$ cat src/hw/gdt_pkg.sv
// What this block does
// - serial transfers are taken only while serial_select_n is low
// - hardware variant takes gain, current, mode and threshold from strap inputs
// - charge pump undervoltage is watched always and raises a sticky event
// - sixteen current levels over serial, seven strap levels mapped onto them
// - selected current only during drive window, hold current afterwards
// - overcurrent halves the applied gate current level
// - in half-bridge mode, turn-on waits until the opposite gate monitor reports off
// - serial variant adds programmable digital dead time after the handshake
// - strong pulldown on the opposite gate during the drive window
// - gate voltage checked at window end; mismatch reports gate drive fault
// - a new command ends the running window at once
// - current codes 0 to 3 set the long-window bit, giving 20 us
// - controller may clear the long-window bit; field then sets the window
// - other codes ignore long-window writes; strap variant has no long window
// - any fault pulls the open-drain fault output low
package gdt_pkg;
  localparam int CLK_NS        = 50;
  localparam int WIN0_NS       = 500;
  localparam int WIN1_NS       = 1000;
  localparam int WIN2_NS       = 2000;
  localparam int WIN3_NS       = 4000;
  localparam int LONG_WIN_NS   = 20000;
  localparam int DEAD_STEP_NS  = 50;
  localparam int WIN0_CYC      = (WIN0_NS + CLK_NS - 1) / CLK_NS;
  localparam int WIN1_CYC      = (WIN1_NS + CLK_NS - 1) / CLK_NS;
  localparam int WIN2_CYC      = (WIN2_NS + CLK_NS - 1) / CLK_NS;
  localparam int WIN3_CYC      = (WIN3_NS + CLK_NS - 1) / CLK_NS;
  localparam int LONG_WIN_CYC  = (LONG_WIN_NS + CLK_NS - 1) / CLK_NS;
  localparam int DEAD_STEP_CYC = (DEAD_STEP_NS + CLK_NS - 1) / CLK_NS;
  localparam int WIN_W         = 9;
  localparam int DEAD_W        = 3;
  localparam int FRAME_BITS    = 16;

  localparam logic [3:0] ADDR_STATUS = 4'h0;
  localparam logic [3:0] ADDR_CFG    = 4'h1;
  localparam logic [3:0] ADDR_MODE   = 4'h2;
  localparam logic [3:0] ADDR_CLEAR  = 4'h3;

  localparam int CFG_LEVEL_LSB = 0;
  localparam int CFG_WIN_LSB   = 4;
  localparam int CFG_LONG_BIT  = 6;
  localparam int CFG_DEAD_LSB  = 7;
  localparam int MODE_IND_LSB  = 0;
  localparam int MODE_GAIN_LSB = 3;
  localparam int MODE_VDS_LSB  = 5;

  localparam logic [3:0] RST_LEVEL     = 4'h0;
  localparam logic [1:0] RST_WIN       = 2'h0;
  localparam logic       RST_LONG      = 1'b1;
  localparam logic [2:0] RST_DEAD      = 3'h0;
  localparam logic [3:0] LOW_LEVEL_MAX = 4'h3;
  localparam logic [2:0] STRAP_INDEP   = 3'h7;

  typedef enum logic [1:0] {GDT_IDLE, GDT_WAIT, GDT_DEAD, GDT_DRIVE} gdt_hb_state_t;

  function automatic logic [WIN_W-1:0] win_cycles(input logic [1:0] field, input logic long_sel);
    if (long_sel) return WIN_W'(LONG_WIN_CYC);
    case (field)
      2'h0:    return WIN_W'(WIN0_CYC);
      2'h1:    return WIN_W'(WIN1_CYC);
      2'h2:    return WIN_W'(WIN2_CYC);
      default: return WIN_W'(WIN3_CYC);
    endcase
  endfunction

  // seven strap levels spread over the sixteen-step range
  function automatic logic [3:0] strap_level(input logic [2:0] code);
    case (code)
      3'h0:    return 4'h0;
      3'h1:    return 4'h2;
      3'h2:    return 4'h5;
      3'h3:    return 4'h7;
      3'h4:    return 4'ha;
      3'h5:    return 4'hc;
      default: return 4'hf;
    endcase
  endfunction
endpackage

$ cat src/hw/gdt_ser_if.sv
`timescale 1ns/1ps
`default_nettype none
interface gdt_ser_if;
  logic        wr;
  logic [3:0]  addr;
  logic [10:0] wdata;
  logic [10:0] rdata;
  modport ctl  (output wr, output addr, output wdata, input rdata);
  modport regs (input wr, input addr, input wdata, output rdata);
endinterface
`default_nettype wire

$ cat src/hw/gdt_serial.sv
`timescale 1ns/1ps
`default_nettype none
module gdt_serial (
  input  wire logic   sys_clk,
  input  wire logic   rst,
  input  wire logic   serial_select_n,
  input  wire logic   serial_clk,
  input  wire logic   serial_in,
  gdt_ser_if.ctl      bus,
  output logic        serial_out
);
  logic        sclk_q;
  logic [4:0]  cnt;
  logic [14:0] shin;
  logic [9:0]  shout;
  logic        rise;
  logic        fall;

  assign rise = serial_clk & ~sclk_q;
  assign fall = ~serial_clk & sclk_q;

  always_ff @(posedge sys_clk or posedge rst) begin
    if (rst) begin
      sclk_q <= 1'b0;
    end else begin
      sclk_q <= serial_clk;
    end
  end

  always_ff @(posedge sys_clk or posedge rst) begin
    if (rst) begin
      cnt       <= 5'h0;
      shin      <= 15'h0;
      bus.wr    <= 1'b0;
      bus.addr  <= 4'h0;
      bus.wdata <= 11'h0;
    end else begin
      bus.wr <= 1'b0;
      if (serial_select_n) begin
        cnt <= 5'h0;
      end else if (rise && cnt < 5'(gdt_pkg::FRAME_BITS)) begin
        shin <= {shin[13:0], serial_in};
        cnt  <= cnt + 5'h1;
        if (cnt == 5'h4) begin
          bus.addr <= {shin[2:0], serial_in};
        end
        if (cnt == 5'(gdt_pkg::FRAME_BITS - 1)) begin
          bus.wr    <= ~shin[14];
          bus.wdata <= {shin[9:0], serial_in};
        end
      end
    end
  end

  always_ff @(posedge sys_clk or posedge rst) begin
    if (rst) begin
      serial_out <= 1'b0;
      shout      <= 10'h0;
    end else if (serial_select_n) begin
      serial_out <= 1'b0;
    end else if (fall) begin
      if (cnt == 5'h5) begin
        serial_out <= bus.rdata[10];
        shout      <= bus.rdata[9:0];
      end else begin
        serial_out <= shout[9];
        shout      <= {shout[8:0], 1'b0};
      end
    end
  end
endmodule
`default_nettype wire

$ cat src/hw/gdt_half_bridge.sv
`timescale 1ns/1ps
`default_nettype none
module gdt_half_bridge (
  input  wire logic                     sys_clk,
  input  wire logic                     rst,
  input  wire logic                     cmd_h,
  input  wire logic                     cmd_l,
  input  wire logic                     indep,
  input  wire logic                     mon_h,
  input  wire logic                     mon_l,
  input  wire logic [gdt_pkg::WIN_W-1:0] win_len,
  input  wire logic [gdt_pkg::DEAD_W-1:0] dead_len,
  output logic                          gate_h,
  output logic                          gate_l,
  output logic                          strong_h,
  output logic                          strong_l,
  output logic                          full,
  output logic                          fault_evt
);
  gdt_pkg::gdt_hb_state_t     state;
  logic [1:0]                 cmd_q;
  logic [1:0]                 tgt;
  logic [gdt_pkg::WIN_W-1:0]  cnt;
  logic                       th;
  logic                       tl;
  logic                       blocked;

  // both-on in half-bridge mode is treated as off
  assign th      = cmd_h & (indep | ~cmd_l);
  assign tl      = cmd_l & (indep | ~cmd_h);
  assign blocked = ~indep & ((th & (gate_l | mon_l)) | (tl & (gate_h | mon_h)));
  assign full     = (state == gdt_pkg::GDT_DRIVE);
  assign strong_h = full & ~gate_h;
  assign strong_l = full & ~gate_l;

  always_ff @(posedge sys_clk or posedge rst) begin
    if (rst) begin
      state     <= gdt_pkg::GDT_IDLE;
      cmd_q     <= 2'h0;
      tgt       <= 2'h0;
      cnt       <= '0;
      gate_h    <= 1'b0;
      gate_l    <= 1'b0;
      fault_evt <= 1'b0;
    end else begin
      fault_evt <= 1'b0;
      if ({cmd_h, cmd_l} != cmd_q) begin
        cmd_q <= {cmd_h, cmd_l};
        tgt   <= {th, tl};
        if (blocked) begin
          gate_h <= gate_h & th;
          gate_l <= gate_l & tl;
          state  <= gdt_pkg::GDT_WAIT;
        end else begin
          gate_h <= th;
          gate_l <= tl;
          cnt    <= win_len;
          state  <= gdt_pkg::GDT_DRIVE;
        end
      end else begin
        case (state)
          gdt_pkg::GDT_WAIT: begin
            if (tgt[1] ? ~mon_l : ~mon_h) begin
              if (dead_len == '0) begin
                gate_h <= tgt[1];
                gate_l <= tgt[0];
                cnt    <= win_len;
                state  <= gdt_pkg::GDT_DRIVE;
              end else begin
                cnt   <= gdt_pkg::WIN_W'(dead_len * gdt_pkg::DEAD_STEP_CYC);
                state <= gdt_pkg::GDT_DEAD;
              end
            end
          end
          gdt_pkg::GDT_DEAD: begin
            cnt <= cnt - 1'b1;
            if (cnt == 1) begin
              gate_h <= tgt[1];
              gate_l <= tgt[0];
              cnt    <= win_len;
              state  <= gdt_pkg::GDT_DRIVE;
            end
          end
          gdt_pkg::GDT_DRIVE: begin
            cnt <= cnt - 1'b1;
            if (cnt == 1) begin
              fault_evt <= (mon_h != gate_h) | (mon_l != gate_l);
              state     <= gdt_pkg::GDT_IDLE;
            end
          end
          default: state <= gdt_pkg::GDT_IDLE;
        endcase
      end
    end
  end
endmodule
`default_nettype wire

$ cat src/hw/gdt_top.sv
`timescale 1ns/1ps
`default_nettype none
module gdt_top #(
  parameter int PHASES = 3
) (
  input  wire logic              sys_clk,
  input  wire logic              rst,
  input  wire logic              serial_variant,
  input  wire logic              serial_select_n,
  input  wire logic              serial_clk,
  input  wire logic              serial_in,
  input  wire logic [1:0]        strap_gain,
  input  wire logic [2:0]        strap_current,
  input  wire logic [2:0]        strap_mode,
  input  wire logic [3:0]        drain_source_threshold_strap,
  input  wire logic [PHASES-1:0] pwm_high,
  input  wire logic [PHASES-1:0] pwm_low,
  input  wire logic [PHASES-1:0] gate_source_monitor_high,
  input  wire logic [PHASES-1:0] gate_source_monitor_low,
  input  wire logic [PHASES-1:0] overcurrent,
  input  wire logic              charge_pump_uv,
  output logic [PHASES-1:0]      gate_high,
  output logic [PHASES-1:0]      gate_low,
  output logic [PHASES-1:0]      strong_pulldown_high,
  output logic [PHASES-1:0]      strong_pulldown_low,
  output logic [PHASES-1:0]      hold_current,
  output logic [3:0]             gate_current_level,
  output logic [1:0]             amp_gain,
  output logic [3:0]             drain_source_threshold,
  output logic [PHASES-1:0]      gate_drive_fault,
  output logic                   charge_pump_uv_flag,
  output logic                   fault_out_n_o,
  output logic                   fault_out_n_oe,
  output logic                   serial_out,
  output logic                   serial_out_oe
);
  if (PHASES < 1 || PHASES > 3) begin : g_bad_phases
    $error("PHASES must be 1 to 3");
  end

  gdt_ser_if bus ();

  logic [3:0]                 level;
  logic [1:0]                 win_field;
  logic                       long_window_select;
  logic [2:0]                 dead_code;
  logic [2:0]                 indep_reg;
  logic [1:0]                 gain_reg;
  logic [3:0]                 vds_reg;
  logic                       strap_done;
  logic [1:0]                 s_gain;
  logic [2:0]                 s_current;
  logic [2:0]                 s_mode;
  logic [3:0]                 s_vds;
  logic [3:0]                 level_eff;
  logic [gdt_pkg::WIN_W-1:0]  win_len;
  logic [gdt_pkg::DEAD_W-1:0] dead_len;
  logic [PHASES-1:0]          indep;
  logic [PHASES-1:0]          hb_gh;
  logic [PHASES-1:0]          hb_gl;
  logic [PHASES-1:0]          hb_sh;
  logic [PHASES-1:0]          hb_sl;
  logic [PHASES-1:0]          hb_full;
  logic [PHASES-1:0]          hb_fault;
  logic                       clear;
  logic [3:0]                 new_level;

  gdt_serial u_serial (
    .sys_clk         (sys_clk),
    .rst             (rst),
    .serial_select_n (serial_select_n),
    .serial_clk      (serial_clk),
    .serial_in       (serial_in),
    .bus             (bus.ctl),
    .serial_out      (serial_out)
  );

  // straps taken once after reset release
  always_ff @(posedge sys_clk or posedge rst) begin
    if (rst) begin
      strap_done <= 1'b0;
      s_gain     <= 2'h0;
      s_current  <= 3'h0;
      s_mode     <= 3'h0;
      s_vds      <= 4'h0;
    end else if (!strap_done) begin
      strap_done <= 1'b1;
      s_gain     <= strap_gain;
      s_current  <= strap_current;
      s_mode     <= strap_mode;
      s_vds      <= drain_source_threshold_strap;
    end
  end

  assign new_level = bus.wdata[gdt_pkg::CFG_LEVEL_LSB +: 4];
  assign clear     = serial_variant & bus.wr & (bus.addr == gdt_pkg::ADDR_CLEAR)
                     & bus.wdata[0];

  always_ff @(posedge sys_clk or posedge rst) begin
    if (rst) begin
      level              <= gdt_pkg::RST_LEVEL;
      win_field          <= gdt_pkg::RST_WIN;
      long_window_select <= gdt_pkg::RST_LONG;
      dead_code          <= gdt_pkg::RST_DEAD;
    end else if (serial_variant && bus.wr && bus.addr == gdt_pkg::ADDR_CFG) begin
      level     <= new_level;
      win_field <= bus.wdata[gdt_pkg::CFG_WIN_LSB +: 2];
      dead_code <= bus.wdata[gdt_pkg::CFG_DEAD_LSB +: 3];
      if (new_level > gdt_pkg::LOW_LEVEL_MAX) begin
        long_window_select <= 1'b0;
      end else if (level > gdt_pkg::LOW_LEVEL_MAX) begin
        long_window_select <= 1'b1;
      end else begin
        long_window_select <= bus.wdata[gdt_pkg::CFG_LONG_BIT];
      end
    end
  end

  always_ff @(posedge sys_clk or posedge rst) begin
    if (rst) begin
      indep_reg <= 3'h0;
      gain_reg  <= 2'h0;
      vds_reg   <= 4'h0;
    end else if (serial_variant && bus.wr && bus.addr == gdt_pkg::ADDR_MODE) begin
      indep_reg <= bus.wdata[gdt_pkg::MODE_IND_LSB +: 3];
      gain_reg  <= bus.wdata[gdt_pkg::MODE_GAIN_LSB +: 2];
      vds_reg   <= bus.wdata[gdt_pkg::MODE_VDS_LSB +: 4];
    end
  end

  assign level_eff = serial_variant ? level : gdt_pkg::strap_level(s_current);
  assign win_len   = gdt_pkg::win_cycles(serial_variant ? win_field : gdt_pkg::RST_WIN,
                                         serial_variant & long_window_select);
  assign dead_len  = serial_variant ? dead_code : '0;

  always_comb begin
    bus.rdata = 11'h0;
    case (bus.addr)
      gdt_pkg::ADDR_STATUS: begin
        bus.rdata[PHASES-1:0] = gate_drive_fault;
        bus.rdata[3]          = charge_pump_uv_flag;
        bus.rdata[4]          = fault_out_n_oe;
      end
      gdt_pkg::ADDR_CFG: begin
        bus.rdata[gdt_pkg::CFG_LEVEL_LSB +: 4] = level;
        bus.rdata[gdt_pkg::CFG_WIN_LSB +: 2]   = win_field;
        bus.rdata[gdt_pkg::CFG_LONG_BIT]       = long_window_select;
        bus.rdata[gdt_pkg::CFG_DEAD_LSB +: 3]  = dead_code;
      end
      gdt_pkg::ADDR_MODE: begin
        bus.rdata[gdt_pkg::MODE_IND_LSB +: 3]  = indep_reg;
        bus.rdata[gdt_pkg::MODE_GAIN_LSB +: 2] = gain_reg;
        bus.rdata[gdt_pkg::MODE_VDS_LSB +: 4]  = vds_reg;
      end
      default: bus.rdata = 11'h0;
    endcase
  end

  genvar p;
  generate
    for (p = 0; p < PHASES; p++) begin : g_phase
      assign indep[p] = serial_variant ? indep_reg[p] : (s_mode == gdt_pkg::STRAP_INDEP);
      gdt_half_bridge u_hb (
        .sys_clk   (sys_clk),
        .rst       (rst),
        .cmd_h     (pwm_high[p]),
        .cmd_l     (pwm_low[p]),
        .indep     (indep[p]),
        .mon_h     (gate_source_monitor_high[p]),
        .mon_l     (gate_source_monitor_low[p]),
        .win_len   (win_len),
        .dead_len  (dead_len),
        .gate_h    (hb_gh[p]),
        .gate_l    (hb_gl[p]),
        .strong_h  (hb_sh[p]),
        .strong_l  (hb_sl[p]),
        .full      (hb_full[p]),
        .fault_evt (hb_fault[p])
      );
      // set wins over clear
      always_ff @(posedge sys_clk or posedge rst) begin
        if (rst) begin
          gate_drive_fault[p] <= 1'b0;
        end else if (hb_fault[p]) begin
          gate_drive_fault[p] <= 1'b1;
        end else if (clear) begin
          gate_drive_fault[p] <= 1'b0;
        end
      end
    end
  endgenerate

  always_ff @(posedge sys_clk or posedge rst) begin
    if (rst) begin
      charge_pump_uv_flag <= 1'b0;
    end else if (charge_pump_uv) begin
      charge_pump_uv_flag <= 1'b1;
    end else if (clear) begin
      charge_pump_uv_flag <= 1'b0;
    end
  end

  always_ff @(posedge sys_clk or posedge rst) begin
    if (rst) begin
      gate_high            <= '0;
      gate_low             <= '0;
      strong_pulldown_high <= '0;
      strong_pulldown_low  <= '0;
      hold_current         <= '0;
      gate_current_level   <= gdt_pkg::RST_LEVEL;
      amp_gain             <= 2'h0;
      drain_source_threshold <= 4'h0;
      fault_out_n_o        <= 1'b0;
      fault_out_n_oe       <= 1'b0;
      serial_out_oe        <= 1'b0;
    end else begin
      gate_high            <= hb_gh;
      gate_low             <= hb_gl;
      strong_pulldown_high <= hb_sh;
      strong_pulldown_low  <= hb_sl;
      hold_current         <= ~hb_full;
      gate_current_level   <= (|overcurrent) ? {1'b0, level_eff[3:1]} : level_eff;
      amp_gain             <= serial_variant ? gain_reg : s_gain;
      drain_source_threshold <= serial_variant ? vds_reg : s_vds;
      fault_out_n_o        <= 1'b0;
      fault_out_n_oe       <= (|gate_drive_fault) | charge_pump_uv_flag | charge_pump_uv;
      serial_out_oe        <= serial_variant & ~serial_select_n;
    end
  end
endmodule
`default_nettype wire

$ cat config.mk
export PLATFORM = sky130hd
export DESIGN_NAME = gdt_top
export DESIGN_NICKNAME = d
export VERILOG_FILES = /design/src/hw/gdt_pkg.sv /design/src/hw/gdt_ser_if.sv /design/src/hw/gdt_serial.sv /design/src/hw/gdt_half_bridge.sv /design/src/hw/gdt_top.sv
export SDC_FILE = /design/constraint.sdc
export NUM_CORES = 1
export LEC_CHECK = 0
export ABC_AREA = 1
export BUFFER_PORTS_ARGS = -buffer_cell sky130_fd_sc_hd__clkbuf_2
export CAP_MARGIN = 15
export CORE_UTILIZATION = 28
export CTS_BUF_LIST = sky130_fd_sc_hd__clkbuf_8
export CTS_CLUSTER_DIAMETER = 60
export DETAILED_ROUTE_END_ITERATION = 16
export PLACE_DENSITY = 0.46
export SYNTH_ARGS = -nofsm -noshare
export SYNTH_HDL_FRONTEND = slang
export SYNTH_SLANG_ARGS = --single-unit
export TNS_END_PERCENT = 100
$ cat constraint.sdc
create_clock -name sys_clk -period 6.9 [get_ports sys_clk]
set_clock_uncertainty 0.1 [all_clocks]
set_input_delay 0.69 -clock sys_clk [delete_from_list [all_inputs] [get_ports sys_clk]]
set_output_delay 0.69 -clock sys_clk [all_outputs]
set_load 0.02 [all_outputs]
* Word level (Yosys, flattened, before mapping)
Cells that the tools add are included.
Operators by class: $add $sub $neg 4, magnitude comparators 3, equal/unequal tests 50, mux-type cells 116, bitwise logic cells 80, reductions and logical operators 35
Operators with widths (number):
- two-way mux 9 bit | 15
- one-hot mux 9 bit (3 select lines) | 3
- two-way mux 1 bit | 61
- AND 1 bit | 34
- two-way mux 2 bit | 17
- equality test 9 x 1 -> 1 bit (second input constant) | 3
- subtractor 9 x 1 -> 9 bit (second input constant) | 3
- NOT 1 bit | 25
- one-hot mux 4 bit (6 select lines) | 1
- AND reduction 3 bit | 8
- != test 3 x 1 -> 1 bit (second input constant) | 7
- one-hot mux 7 bit (3 select lines) | 1
- OR 1 bit | 20
- one-hot mux 2 bit (3 select lines) | 3
- one-hot mux 5 bit (3 select lines) | 1
- equality test 2 bit (second input constant) | 7
- two-way mux 4 bit | 3
- one-hot mux 1 bit (2 select lines) | 6
- AND reduction 4 bit | 3
- nonzero test 2 bit | 6
- nonzero test 4 bit | 3
- equality test 5 x 3 -> 1 bit (second input constant) | 2
- two-way mux 10 bit | 1
- two-way mux 5 bit | 2
- 25 further kinds | 53
Word-level totals: register bits 164, bits of input ports 34, output and inout bits 33, logic and storage cells 343

* Logic depth before layout (Yosys ltp)
depth in word-level cells 9, depth in mapped cells 13, gate-level depth less buffers 13

* Modules after synthesis
Synthesis repeated with hierarchy kept, for this count alone.
Unflattened totals: cells, all modules 1206, area, all modules 9178.8 um^2
By module, submodules not included:
- gdt_half_bridge at g_phase[1].u_hb ... | times used 2, cells an instance 223, area each 1480.2 um^2, seq. area each 450.4 um^2
- gdt_top | times used 1, cells an instance 278, area each 2621.3 um^2, seq. area each 1577.8 um^2
- gdt_serial | times used 1, cells an instance 266, area each 2185.8 um^2, seq. area each 1201.2 um^2
- gdt_half_bridge at g_phase[0].u_hb | times used 1, cells an instance 216, area each 1411.4 um^2, seq. area each 450.4 um^2

* Worst setup path after synthesis
No wires, ideal clock.
path type input to register, start input serial_variant, end register g_phase[2].u_hb.cnt[1] (netlist bit), setup time 0.119 ns, arrival time 1.656 ns, data required time 6.681 ns, path slack 5.024 ns, cell stages on the path 11, path buffers 1, path through inv_2 > nand4_4 > nand3_1 > nand3_1 > nand2_2 > nand3_4 > nand2_4 > inv_4 > buf_12 > nand2_2 > o21ai_2
On the way: longest elaborated chain between the ends 8, elaborated cells on any way between the ends 28, those cells by class eq/ne: 3; mux: 12; bitwise: 10; reduce/logical: 3
Ends and longest elaborated chain:
- start, declared | RTL line gdt_top.sv:8 | input wire logic serial_variant,
- two-way mux 2 bit or two-way mux 1 bit (tied branches) | RTL line gdt_top.sv:132, gdt_top.sv:162
- equality test 2 bit, or another cell as far along | RTL line gdt_pkg.sv:59 | case (field)
- one-hot mux 7 bit (3 select lines), or another cell as far along | RTL line gdt_pkg.sv:59
- two-way mux 9 bit or AND 1 bit (tied branches) | RTL line gdt_pkg.sv:59, gdt_half_bridge.sv:31
- two-way mux 9 bit or OR 1 bit (tied branches) | RTL line gdt_half_bridge.sv:64, gdt_half_bridge.sv:31
- two-way mux 9 bit or AND 1 bit (tied branches) | RTL line gdt_half_bridge.sv:63, gdt_half_bridge.sv:31
- one-hot mux 9 bit (3 select lines) or != test 2 bit (tied branches)
- two-way mux 9 bit or AND reduction 3 bit (tied branches)
- end signal, assigned | RTL line gdt_half_bridge.sv:57 | cnt <= win_len;
- end signal, assigned | RTL line gdt_half_bridge.sv:67 | cnt <= win_len;
- end signal, assigned | RTL line gdt_half_bridge.sv:70 | cnt <= gdt_pkg::WIN_W'(dead_len * gdt_pkg::DEAD_STEP_CYC);
- end, declared | RTL line gdt_half_bridge.sv:23 | logic [gdt_pkg::WIN_W-1:0] cnt;
Several ways; a longest one is shown, not always the timed one. The select of a mux whose other input is x is not followed. A chain may end at the register's enable or synchronous reset.

* Final worst setup path
start register u_serial.sclk_q, end register u_serial.bus.wdata[4]
On the way: longest elaborated chain between the ends 4
Ends and longest elaborated chain:
- start, declared | RTL line gdt_serial.sv:12 | logic sclk_q;
- start signal, assigned | RTL line gdt_serial.sv:26 | sclk_q <= serial_clk;
- NOT 1 bit | RTL line gdt_serial.sv:19 | assign rise = serial_clk & ~sclk_q;
- AND 1 bit | RTL line gdt_serial.sv:19
- logical AND 1 bit | RTL line gdt_serial.sv:41 | end else if (rise && cnt < 5'(gdt_pkg::FRAME_BITS)) begin
- AND reduction 3 bit (no line)
- end signal, assigned | RTL line gdt_serial.sv:49 | bus.wdata <= {shin[9:0], serial_in};
- end, declared | RTL line gdt_ser_if.sv:8 | modport ctl (output wr, output addr, output wdata, input rdata);
No other way between the ends.

==> run metrics <==
status complete, no violations; crit path DAT 2.68 ns; FP Rows 64; Final Util 32.1%; Max-cap violations 0; logic gate share of total power 38.2%; vias post-DR 7,041; Hold Violations, Final 0; CTS root buf clkbuf_8; DR pass1 iterations 5; Slew Limit Fails 0; Synth cell types 52; Biggest register g_phase.u_hb.cnt; clock tree sinks 164; R2R depth 6; pwr dens 328 nW/um^2; Hold Crit Depth 1; syn_area_per_cell 7.87 sq um; final worst slack 4.46 ns; grt total ovfl 0; Most used DFF post-synth dfrtp_1; post-synth top area share 46.9%; maximum vdd drop 0.144 mV; Post-Syn Area 8700 sq um; CP Class reg2reg; worst-case clock buffer depth 2; Leak Pwr 5.01 nW; CP max stage delay 0.70 ns; synthesized flop and latch total 164; period utilisation layout 35.3%; clk slew on worst S/H paths 0.12 ns; global-route wire length before repair 36,500 um; synth top area cells dfrtp_1 (47%), nand2_1 (15%), inv_1 (6.0%), o21ai_0 (4.1%), nor2_1 (3.8%); Worst setup EP type flop; vias in the first global route 6,925; Multi-input gate area 3860 sq um; final instance area 9830 sq um; fmax 410 MHz; Critical Path RT 7.14 ns; Design Power 3.22 mW; nets 1,228; Finished Layout Cells 1,578; Worst path slowest cell nor2_2; WL/cell 14.1 um; number of flops mapped to enable cells by yosys 0; n_diodes 0; Hold Crit Class in2reg; sequential area share after synthesis 47.2%; Pint 1.82 mW; CP Depth 6; slew at the pin closest to its max-slew limit 0.919 ns; # fillers 3,310; initial DRC count 352; Routed Antenna Nets 0; initial antenna violation count 2; initial core utilization 28.4%; top cells by count, synth nand2_1 (351), dfrtp_1 (163), inv_1 (140); gp weighted congestion 0.817; flip-flop and latch area 4110 sq um; DRC 0; vias per cell 4.46; synth warn 0; Sw Ratio 43.4%; CTS tree done; Post-Syn Nets 1,165; CTS HTree Levels 4; Worst-Skew Late Latency 0.48 ns; biggest regs g_phase.u_hb.cnt: 27 flops, u_serial.shin: 15 flops; worst-path fanout max 28; top-count cell post-synth nand2_1; largest net degree at the start of global routing 87; share of cells above drive strength 1 13.9%; GRT Resource Usage Total 14.9%; Flop pwr share 39.2%; cell taking the most area after synthesis dfrtp_1; max reg flops 27; NetSw 1.40 mW; Hold-fix buffers, CTS 0; post-CTS sizing 0; RSZ-0062 raised after global routing no; Slew HR 38.2%; CTS buffer count 17; die area 31,800 sq um; critical path cell sequence nor2_1, nand2_1, nor2_2, nand2_1, nand2_1, o21ai_0; hpwl dp 16,600 um; I/O Buffers 65; area of placed instances 9390 sq um; R2R Setup Slk 4.46 ns; final wirelength 22,300 um; area of the core 30,600 sq um; Die Y-Extent 178 um; Fin Setup TNS 0 ns; FFs w/ async S/R, synth 100%; Placed Cells incl. Taps 1,545; Buffers & Inverters on Critical Path 0; crit path time final 2.44 ns; # IOs 67; Synth-to-Final Area Change 13.0%; # setup viols final 0; most frequent CP cell nand2_1; pre-CTS WS 3.96 ns; Top Family by Delay on Critical Path simple AND/OR/NAND/NOR gates; die width 178 um; Setup Buffers After CTS 0; Critical Path Start Type flop; clock share of power 22.6%; Min Hold Slack 0.220 ns; Gate Count Post-Synth 1,106
## layout make-up
cell class	instances	area share, %
Inverter	156	6.06
Clock inverter	15	1.83
Timing Repair Buffer	67	3.67
Tap cell	396	5.04
Multi-Input combinational cell	763	39.3
Sequential cell	164	41.8
Clock buffer	17	2.38
## per-layer routing
layer  global-route usage [%]  vias up  part of all wire, %
li1                         -     3620                    -
met1                     20.5     3289                   49
met2                     24.0      118                   46
met3                     2.94       14                  3.7
met4                     3.35        0                  1.1
met5                        0        -                    0
## path summary, 6_finish.rpt
kind | to | from
max | u_serial.bus.wdata[4] | u_serial.sclk_q
min | u_serial.sclk_q | serial_clk
max reg2reg | u_serial.bus.wdata[4] | u_serial.sclk_q
min reg2reg | gate_high[2] | g_phase[2].u_hb.gate_h
max in group asynchronous | long_window_select | rst
min in group asynchronous | gate_current_level[0] | rst
## cell usage in the layout (no fill, tap or decap), drive strengths merged
cell	netlist	layout
nand2	364	364
dfrtp	163	163
inv	155	162
o21ai	101	101
nor2	93	93
clkbuf	13	82
nand3	67	67
a21oi	31	31
ha	25	25
xor2	13	13
mux2	12	12
nor3	9	9
xnor2	8	8
clkinv	1	8
o21bai	7	7
o22ai	5	5
nand4	5	5
a221oi	4	4
nand3b	3	3
o211ai	2	2
a31oi	2	2
a32oi	2	2
conb	2	2
nor4	2	2
buf	10	2
a21boi	1	1
a31o	1	1
o31ai	1	1
o221ai	1	1
and3	1	1
o21a	1	1
clkinvlp	0	1
dfstp	1	1
## power groups by stage
stage | Combinational [mW] | Clock, mW | Sequential [mW]
global placement | 1.25 | 0 | 1.29
global route | 1.44 | 0.791 | 1.29
floorplan | 0.900 | 0 | 1.31
detailed placement | 1.25 | 0 | 1.28
CTS | 1.25 | 0.757 | 1.27
finish | 1.23 | 0.728 | 1.26
## worst register-to-register path, cell delays in order, from the launching register on
cell and delay, ns:
dfrtp_1 0.39, nor2_1 0.12, nand2_1 0.12, nor2_2 0.70
nand2_1 0.59, nand2_1 0.18, o21ai_0 0.09
## logic make-up (layout without fill, tap and decap cells)
| logic type | count (synthesis) | after routing | synth area share, % |
|---|---|---|---|
| AO/OA/AOI/OAI | 159 | 159 | 10.4 |
| XOR/XNOR | 21 | 21 | 2.11 |
| adder cells (fa/ha/maj) | 25 | 25 | 3.59 |
| buffers and inverters | 179 | 255 | 8.47 |
| flip-flops | 164 | 164 | 47.2 |
| multiplexers | 12 | 12 | 1.55 |
| other | 2 | 2 | 0.0863 |
| AND/OR/NAND/NOR | 544 | 544 | 26.6 |
Note: power is estimated with default switching activity, not from simulation.
